**src/fhp_params.svh**
```systemverilog
// constants of the floppy host port: opcodes, octal error codes, timing
// assumes inclusion by fhp_pkg and the design modules
`ifndef FHP_PARAMS_SVH
`define FHP_PARAMS_SVH
// io transfer instruction layout
`define FHP_IOT_OPC 3'h6
`define FHP_OPC_MSB 11
`define FHP_OPC_LSB 9
`define FHP_SEL_MSB 8
`define FHP_SEL_LSB 3
`define FHP_DEV_CODE_RST 6'h38
// operation codes in the low three bits
`define FHP_OP_LCMD 3'h1
`define FHP_OP_XFER 3'h2
`define FHP_OP_TTR 3'h3
`define FHP_OP_TERR 3'h4
`define FHP_OP_TDONE 3'h5
`define FHP_OP_INTEN 3'h6
`define FHP_OP_INIT 3'h7
// function codes seen at function end
`define FHP_FN_RD_STAT 3'h5
`define FHP_FN_RD_ERR 3'h7
// error codes, octal 0010 .. 0210
`define FHP_CODE_HOME0 12'h008
`define FHP_CODE_HOME1 12'h010
`define FHP_CODE_HOME_OUT 12'h018
`define FHP_CODE_TRK_HI 12'h020
`define FHP_CODE_HOME_EARLY 12'h028
`define FHP_CODE_DIAG 12'h030
`define FHP_CODE_SECT_MISS 12'h038
`define FHP_CODE_NO_CLK 12'h048
`define FHP_CODE_NO_PRE 12'h050
`define FHP_CODE_NO_MARK 12'h058
`define FHP_CODE_HDR_CRC 12'h060
`define FHP_CODE_TRK_MIS 12'h068
`define FHP_CODE_ID_TRIES 12'h070
`define FHP_CODE_DAM_MISS 12'h078
`define FHP_CODE_DATA_CRC 12'h080
`define FHP_CODE_PARITY 12'h088
`define FHP_CODE_NONE 12'h000
// limits
`define FHP_TRACK_MAX 7'h4D
`define FHP_HDR_LIMIT 6'h34
// timing
`define FHP_CLK_NS 8
`define FHP_SEP_GAP_NS 40000
`define FHP_SEP_GAP_CYC (`FHP_SEP_GAP_NS / `FHP_CLK_NS)
`endif

```
**src/fhp_pkg.sv**
```systemverilog
// types of the floppy host port
// assumes fhp_params.svh beside it
`include "fhp_params.svh"
package fhp_pkg;
    typedef enum logic [1:0] {
        FHP_ST_IDLE = 2'b00,
        FHP_ST_ARMED = 2'b01,
        FHP_ST_DONE = 2'b10
    } fhp_iot_state_type;

    typedef struct packed {
        logic home0; logic home1; logic home_out; logic trk_hi;
        logic home_early; logic diag; logic sect_miss; logic no_clk;
        logic no_pre; logic no_mark; logic hdr_crc; logic trk_mis;
        logic id_tries; logic dam_miss; logic data_crc; logic parity;
    } fhp_err_ev_type;

    typedef struct packed {
        logic tr;
        logic done;
        logic err;
    } fhp_flags_type;

    typedef struct packed {
        logic io_pause_n;
        logic tp3;
        logic tp4;
        logic init;
        logic sep_clk;
        logic [11:0] md;
        logic [11:0] dbus;
    } fhp_pins_type;

    typedef struct packed {
        logic [11:0] code_r;
    } fhp_hold_state_type;
endpackage

```
**src/fhp_err_hold.sv**
```systemverilog
// error code holder: turns error events into one octal code
// assumes events are one-cycle pulses on the core clock
`timescale 1ns/100ps
`default_nettype none
`include "fhp_params.svh"
module fhp_err_hold (
    // clock and reset
    input wire logic i_core_clk,
    input wire logic i_rst,
    // events and clear
    input wire fhp_pkg::fhp_err_ev_type i_ev,
    input wire logic i_clr,
    // held code
    output logic [11:0] o_code
);
    import fhp_pkg::*;

    fhp_hold_state_type r, n;

    function automatic logic [11:0] fhp_encode(input fhp_err_ev_type e);
        logic [11:0] c;
        c = `FHP_CODE_NONE;
        if (e.dam_miss) c = `FHP_CODE_DAM_MISS;
        if (e.id_tries) c = `FHP_CODE_ID_TRIES;
        if (e.trk_mis) c = `FHP_CODE_TRK_MIS;
        if (e.hdr_crc) c = `FHP_CODE_HDR_CRC;
        if (e.no_mark) c = `FHP_CODE_NO_MARK;
        if (e.no_pre) c = `FHP_CODE_NO_PRE;
        if (e.no_clk) c = `FHP_CODE_NO_CLK;
        if (e.sect_miss) c = `FHP_CODE_SECT_MISS;
        if (e.diag) c = `FHP_CODE_DIAG;
        if (e.home_early) c = `FHP_CODE_HOME_EARLY;
        if (e.trk_hi) c = `FHP_CODE_TRK_HI;
        if (e.home_out) c = `FHP_CODE_HOME_OUT;
        if (e.home1) c = `FHP_CODE_HOME1;
        if (e.home0) c = `FHP_CODE_HOME0;
        if (e.parity) c = `FHP_CODE_PARITY;
        return c;
    endfunction

    // data crc carries no code into the holder
    logic [11:0] enc;
    always_comb begin
        n = r;
        enc = fhp_encode(i_ev);
        if (i_clr) begin
            n.code_r = `FHP_CODE_NONE;
        end
        if (enc != `FHP_CODE_NONE) begin
            n.code_r = enc;
        end
    end

    always_ff @(posedge i_core_clk) begin
        if (i_rst) begin
            r <= '0;
        end else begin
            r <= n;
        end
    end

    assign o_code = r.code_r;
endmodule
`default_nettype wire

```
**src/fhp_host_port.sv**
```systemverilog
// programmed-io host port of the floppy subsystem, device side
// assumes bus pins are asynchronous and controller signals share the core clock
`timescale 1ns/100ps
`default_nettype none
`include "fhp_params.svh"
module fhp_host_port #(
    parameter int unsigned SEP_GAP_CYC = `FHP_SEP_GAP_CYC
) (
    // clock and reset
    input wire logic i_core_clk,
    input wire logic i_rst,
    // backplane pins
    input wire fhp_pkg::fhp_pins_type i_pins,
    output logic [11:0] o_dbus_out,
    output logic o_dbus_oe,
    output logic o_internal_io_oe,
    output logic o_skip_oe,
    output logic o_service_request_oe,
    output logic o_transfer_control_a_oe,
    output logic o_transfer_control_b_oe,
    // configuration
    input wire logic [5:0] i_dev_code,
    // controller side
    input wire logic i_ctl_dir_out,
    input wire logic i_tr_set,
    input wire logic i_err_set,
    input wire logic i_xfer_load,
    input wire logic [11:0] i_xfer_word,
    input wire logic i_func_end,
    input wire logic [2:0] i_func,
    input wire logic [11:0] i_error_status_word,
    input wire fhp_pkg::fhp_err_ev_type i_err_ev,
    input wire logic i_reading,
    input wire logic i_hdr_seen,
    input wire logic i_hdr_match,
    input wire logic i_seek_start,
    input wire logic [6:0] i_want_track,
    // to controller
    output logic [11:0] o_ifr,
    output logic o_ifr_wr,
    output logic o_ctl_init,
    output logic o_int_en,
    output logic [11:0] o_err_code
);
    import fhp_pkg::*;

    typedef struct packed {
        fhp_pins_type s1;
        fhp_pins_type s2;
        logic tp3_d;
        logic tp4_d;
        logic sep_d;
        logic init_d;
        fhp_iot_state_type st;
        logic [2:0] op;
        fhp_flags_type flags;
        logic int_en;
        logic [11:0] ifr;
        logic [11:0] dout;
        logic dout_oe;
        logic iio;
        logic skip;
        logic irq;
        logic ctl_a;
        logic ctl_b;
        logic ifr_wr;
        logic ctl_init;
        logic [12:0] gap_cnt;
        logic [5:0] hdr_cnt;
        fhp_err_ev_type ev;
        logic hold_clr;
    } fhp_state_type;

    fhp_state_type r, n;
    logic [11:0] hold_code;

    function automatic logic fhp_selected(input logic [11:0] md, input logic [5:0] dev);
        return (md[`FHP_OPC_MSB:`FHP_OPC_LSB] == `FHP_IOT_OPC) &&
            (md[`FHP_SEL_MSB:`FHP_SEL_LSB] == dev);
    endfunction

    function automatic logic fhp_rise(input logic now, input logic was);
        return now & ~was;
    endfunction

    logic pause;
    logic hit;
    logic tp3_rise;
    logic tp4_rise;
    logic sep_edge;
    logic init_rise;
    logic [2:0] md_op;

    always_comb begin
        n = r;
        // two flip-flops on every pin
        n.s1 = i_pins;
        n.s2 = r.s1;
        n.tp3_d = r.s2.tp3;
        n.tp4_d = r.s2.tp4;
        n.sep_d = r.s2.sep_clk;
        n.init_d = r.s2.init;
        n.ifr_wr = 1'b0;
        n.ctl_init = 1'b0;
        n.ev = '0;
        n.hold_clr = 1'b0;
        pause = ~r.s2.io_pause_n;
        hit = pause && fhp_selected(r.s2.md, i_dev_code);
        md_op = r.s2.md[2:0];
        tp3_rise = fhp_rise(r.s2.tp3, r.tp3_d);
        tp4_rise = fhp_rise(r.s2.tp4, r.tp4_d);
        sep_edge = fhp_rise(r.s2.sep_clk, r.sep_d);
        init_rise = fhp_rise(r.s2.init, r.init_d);

        // io instruction sequencer
        case (r.st)
            FHP_ST_IDLE: begin
                if (hit) begin
                    n.st = FHP_ST_ARMED;
                    n.op = md_op;
                    n.iio = 1'b1;
                    case (md_op)
                        `FHP_OP_TTR: n.skip = r.flags.tr;
                        `FHP_OP_TDONE: n.skip = r.flags.done;
                        `FHP_OP_TERR: n.skip = r.flags.err;
                        `FHP_OP_XFER: begin
                            if (i_ctl_dir_out) begin
                                n.dout = r.ifr;
                                n.dout_oe = 1'b1;
                                n.ctl_b = 1'b1;
                            end
                        end
                        default: n.skip = 1'b0;
                    endcase
                end
            end
            FHP_ST_ARMED: begin
                if (!pause) begin
                    n.st = FHP_ST_IDLE;
                end else if (tp3_rise) begin
                    n.st = FHP_ST_DONE;
                    case (r.op)
                        `FHP_OP_TTR: n.flags.tr = 1'b0;
                        `FHP_OP_TDONE: n.flags.done = 1'b0;
                        `FHP_OP_TERR: n.flags.err = 1'b0;
                        `FHP_OP_INTEN: n.int_en = r.s2.dbus[0];
                        `FHP_OP_INIT: n.ctl_init = 1'b1;
                        default: n.skip = r.skip;
                    endcase
                end
            end
            FHP_ST_DONE: begin
                if (!pause) begin
                    n.st = FHP_ST_IDLE;
                end else if (tp4_rise) begin
                    if (r.op == `FHP_OP_LCMD ||
                        (r.op == `FHP_OP_XFER && !r.dout_oe)) begin
                        n.ifr = r.s2.dbus;
                        n.ifr_wr = 1'b1;
                    end
                end
            end
            default: n.st = FHP_ST_IDLE;
        endcase

        // pin drivers drop once the pause ends
        if (n.st == FHP_ST_IDLE) begin
            n.iio = 1'b0;
            n.skip = 1'b0;
            n.dout_oe = 1'b0;
            n.ctl_a = 1'b0;
            n.ctl_b = 1'b0;
        end

        // controller events; a set in a test's clearing cycle wins, but initialize clears flags over a set
        if (i_tr_set) begin
            n.flags.tr = 1'b1;
        end
        if (i_err_set) begin
            n.flags.err = 1'b1;
        end
        if (i_xfer_load) begin
            n.ifr = i_xfer_word;
        end
        if (i_func_end) begin
            n.flags.done = 1'b1;
            if (i_func == `FHP_FN_RD_ERR) begin
                n.ifr = hold_code;
            end else begin
                n.ifr = i_error_status_word;
            end
            if (i_func == `FHP_FN_RD_STAT) begin
                n.hold_clr = 1'b1;
            end
        end

        // bit clock watchdog while reading
        if (!i_reading || sep_edge) begin
            n.gap_cnt = '0;
        end else if (r.gap_cnt < 13'(SEP_GAP_CYC)) begin
            n.gap_cnt = r.gap_cnt + 13'h001;
        end
        n.ev.no_clk = (r.gap_cnt == 13'(SEP_GAP_CYC - 1)) && i_reading && !sep_edge;

        // header count for sector search
        if (i_hdr_match || !i_reading) begin
            n.hdr_cnt = '0;
        end else if (i_hdr_seen) begin
            if (r.hdr_cnt == `FHP_HDR_LIMIT - 6'h01) begin
                n.ev.sect_miss = 1'b1;
                n.hdr_cnt = '0;
            end else begin
                n.hdr_cnt = r.hdr_cnt + 6'h01;
            end
        end

        n.ev.trk_hi = i_seek_start && (i_want_track > `FHP_TRACK_MAX);
        n.ev = n.ev | i_err_ev;

        if (init_rise) begin
            n.flags = '0;
            n.int_en = 1'b0;
            n.ctl_init = 1'b1;
        end

        n.irq = n.int_en && (n.flags != 3'h0);
    end

    always_ff @(posedge i_core_clk) begin
        if (i_rst) begin
            r <= '0;
        end else begin
            r <= n;
        end
    end

    fhp_err_hold u_hold (
        .i_core_clk(i_core_clk),
        .i_rst(i_rst),
        .i_ev(r.ev),
        .i_clr(r.hold_clr),
        .o_code(hold_code)
    );

    // registered outputs
    assign o_dbus_out = r.dout;
    assign o_dbus_oe = r.dout_oe;
    assign o_internal_io_oe = r.iio;
    assign o_skip_oe = r.skip;
    assign o_service_request_oe = r.irq;
    assign o_transfer_control_a_oe = r.ctl_a;
    assign o_transfer_control_b_oe = r.ctl_b;
    assign o_ifr = r.ifr;
    assign o_ifr_wr = r.ifr_wr;
    assign o_ctl_init = r.ctl_init;
    assign o_int_en = r.int_en;
    assign o_err_code = hold_code;
endmodule
`default_nettype wire

```
**config.mk**
```make
export PLATFORM = sky130hd
export DESIGN_NAME = fhp_host_port
export DESIGN_NICKNAME = d
export VERILOG_FILES = /design/src/fhp_pkg.sv /design/src/fhp_err_hold.sv /design/src/fhp_host_port.sv
export VERILOG_INCLUDE_DIRS = /design/src
export SDC_FILE = /design/constraint.sdc
export NUM_CORES = 1
export LEC_CHECK = 0
export ABC_CLOCK_PERIOD_IN_PS = 1900
export BUFFER_PORTS_ARGS = -buffer_cell sky130_fd_sc_hd__buf_2
export CAP_MARGIN = 0
export CORE_MARGIN = 5
export CORE_UTILIZATION = 45
export DETAILED_ROUTE_END_ITERATION = 6
export PLACE_DENSITY_LB_ADDON = 0.15
export REMOVE_ABC_BUFFERS = 1
export SLEW_MARGIN = 15
export SYNTH_ARGS = -nofsm -noshare
export SYNTH_HDL_FRONTEND = slang
export SYNTH_SLANG_ARGS = --single-unit
```
**constraint.sdc**
```tcl
create_clock -name i_core_clk -period 1.9 [get_ports i_core_clk]
set_input_delay 0.19 -clock i_core_clk [delete_from_list [all_inputs] [get_ports i_core_clk]]
set_output_delay 0.19 -clock i_core_clk [all_outputs]
set_load 0.02 [all_outputs]
```
==> impl_metrics.csv <==
group,metric,value,unit
cells_and_area,synthToLayoutAreaGrowth,31.0,%
place,io_buffers,130,
global_route,grt_pass1_vias,4318,
global_route,grt_max_degree,44,
clocking,clock_sinks,141,
synth,synth.yosys.seq_area_share,51.6,%
synth,ys_types,53,
drt,via_count,4235,
setup_path,worst-r2r-cell-count,5,
synth,synthFlopType,"dfxtp_1",
power_and_ir_drop,pwr_density_cell,952,nW/um2
hold_path,hold_path.startpoint,"i_pins[12]",
setup_path,path_cells,"or4_4 > nor4_4 > a21oi_1 > or4_4 > o21ai_2",
die,die_y,120,um
clocking,clockBufferDepth,2,
synth,yosysMostFrequentCell,"dfxtp_1",
drt,ant_nets,0,
setup_path,worst-r2r-setup-slack,-0.001,ns
status,violations,"negative setup slack",
sta,setup_tns,-0.00135,ns
synth,yosys_warnings,0,
setup_path,crit_start,"r[4]",
setup_path,crit_buf_inv,0,
global_route,grt_pass1_wl,19800,um
setup_path,cp.depth,5,
setup_path,start_kind,"register",
setup_path,cp_slowest_cell,"or4_4",
sta,layout_min_cycle_time,1.90,ns
synth,netlist.area_leader.share,51.6,%
global_route,grt.met2_usage,28.9,%
drt,vias_per_cell,4.83,
setup_path,cp_common_cell,"or4_4",
drt,drc,0,
synth,synthCells,561,
sta,maxSlewViolCount,0,
die,coreArea,12000,um2
global_route,grt.met3_usage,4.49,%
setup_path,path_max_fanout,5,
power_and_ir_drop,p_leak,3.03,nW
drt,wl,11800,um
global_route,antenna_found_initial,0,
sta,hold_violations,0,
global_route,grt_overflow,0,
power_and_ir_drop,vdd_ir_drop_max,0.552,mV
power_and_ir_drop,seqPwrFrac,46.0,%
setup_path,slowest_delay,0.55,ns
setup_path,reg2reg_from,"r[4]",
synth,synth-seq-cells,141,
die,dieArea,14400,um2
place,place_ws,-0.00851,ns
setup_path,required,2.25,ns
synth,synth_top_cells_by_count,"141 x dfxtp_1, 82 x nor2b_1, 71 x nor2_1",
power_and_ir_drop,power,6.81,mW
place,dpl.hpwl,8380,um
setup_path,crit_path_end_kind,"register",
setup_path,critPathKind,"reg -> reg",
synth,synth_area_leaders,"dfxtp_1 52%, nor2b_1 9.4%, mux2i_1 6.2%",
sta,fin_ws,-0.00135,ns
global_route,busiest_layer,"met2",
global_route,grt_usage,17.2,%
clocking,htreeDepth,4,
power_and_ir_drop,p_clk_share,45.8,%
cells_and_area,instances_no_fill,877,
cells_and_area,drive_gt1_share,26.4,%
power_and_ir_drop,swShare,22.2,%
cells_and_area,final_nets,816,
clocking,cts_tree,"built",
hold_path,hold_path_class,"in -> reg",
synth,yosys.area.top_type,"dfxtp_1",
place,placed_cells,801,
clocking,path_clk_slew,0.06,ns
global_route,use_met1,20.1,%
cells_and_area,antenna_cells,0,
sta,finalSetupViolCount,1,
sta,clock.fmax,0.526,GHz
sta,rsz0062_at_grt,"true",
synth,syn_area,5470,um2
synth,syn_avg_cell_area,9.74,um2
die,start_util,45.7,%
drt,drt_iter0_markers,203,
die,boundaryPins,141,
setup_path,reg2reg_to,"u_hold.o_code[6]",
status,status,"finished, violations left",
sta,min_period_over_period,100,%
power_and_ir_drop,p_int,5.30,mW
hold_path,whs_path_depth,2,
sta,clock_skew,0.00279,ns
place,place.gp.congestion,0.814,
setup_path,endpoint,"u_hold.o_code[6]",
power_and_ir_drop,p_sw,1.51,mW
power_and_ir_drop,power_frac_comb,8.2,%
drt,drt_pass1_iterations,4,
synth,synth-edff-count,0,
flow_run,max_cap_violations,0,
synth,synth-async-reset-ratio,0,%
die,row_count,40,
drt,wire_per_inst,13.5,um
clocking,cts_root_buf,"clkbuf_16",
die,die_x,120,um
setup_path,cp_top_family,"simple AND/OR/NAND/NOR gates",
clocking,clock_latency,0.41,ns
setup_path,cp.arrival,2.25,ns
clocking,cts_inserted_buffers,17,
## repair_timing
| item | CTS | global route |
|---|---|---|
| resized for setup | 1 | 6 |
| setup endpoints to repair | 5 | 21 |
| hold buffers | 44 | 0 |
| endpoints found under the hold margin | 44 | 0 |
| pin swaps | 0 | 3 |
| buffers inserted | 1 | 0 |
## how the worst min path moves through the flow
stage / end
floorplan: o_ctl_init
global placement: r[0]
detailed placement: r[0]
CTS: n[93]
global route: n[93]
finish: n[93]
## kinds of logic (layout without fill, tap and decap cells)
logic type,after synthesis,in the layout,share of synthesized area (%)
AOI/OAI and AO/OA,66,66,8.24
DFF,141,141,51.6
buffers and inverters,63,225,6.68
xor gates and xnor gates,22,22,3.53
and+or+nand+nor,231,231,22.9
other,1,8,0.0686
muxes,35,35,6.43
adders and majority gates,2,2,0.458
## routing by layer
layer / share of wire [%] / vias up
li1: - / 2165
met1: 42 / 1941
met2: 50 / 103
met3: 5.1 / 26
met4: 3.0 / 0
met5: 0 / -
## registers in the layout, indices dropped and copies added, names as in the netlist
name / count
o_internal_io_oe: 1
o_skip_oe: 1
o_ifr_wr: 1
u_hold.o_code: 5
n: 33
md_op: 3
o_ifr: 12
o_service_request_oe: 1
o_ctl_init: 1
o_int_en: 1
r: 69
o_dbus_out: 12
o_transfer_control_b_oe: 1
## cells in the final DEF (no fill, tap or decap), types with 3 or more instances in the layout
cell type      synthesis  routed
a211oi_1              19      19
a21oi_1               21      21
a31oi_1                3       3
buf_2                  1     129
buf_4                 34      12
clkbuf_16              0      17
clkinv_2               0       7
clkinvlp_4             0       4
conb_1                 1       8
dfxtp_1              141     140
dlygate4sd3_1          0      44
inv_1                  7       7
mux2i_1               34      34
nand2_1               24      24
nand2b_1               5       5
nand3_1               10      10
nand3b_1               3       3
nand4_1                4       4
nor2_1                71      71
nor2b_1               82      82
nor3_1                 6       5
nor3b_1                3       3
nor4_1                 7       6
o21ai_0                4       4
o22ai_2                1       3
xnor2_1               19      19
xor2_1                 3       3
## final cells by class
class	instances	area (um2)
Clock buffer	18	439
Clock inverter	13	125
Fill cell	1050	4800
Inverter	7	26.3
Multi-Input combinational cell	364	2340
Sequential cell	141	2820
Tap cell	147	184
Timing Repair Buffer	187	1220
## power groups by stage
| stage | Clock, mW | Combinational, mW | Sequential [mW] |
|---|---|---|---|
| after floorplan | 0 | 0.215 | 3.22 |
| after global placement | 0 | 0.472 | 3.19 |
| after detailed placement | 0 | 0.482 | 3.20 |
| after CTS | 3.21 | 0.554 | 3.13 |
| after global routing | 3.36 | 0.614 | 3.15 |
| final | 3.12 | 0.556 | 3.13 |
## through the flow
stage          hold slack (ns)  util [%]  instance area, um2
3_5_place_dp             0.371      51.1                6110
4_1_cts               0.000668      59.6                7130
5_1_grt                 0.0143      59.8                7160
6_report                0.0160      59.8                7160
2_1_floorplan            0.259         -                5150
3_3_place_gp             0.369      51.1                6110
(Power assumes the default switching activity.)
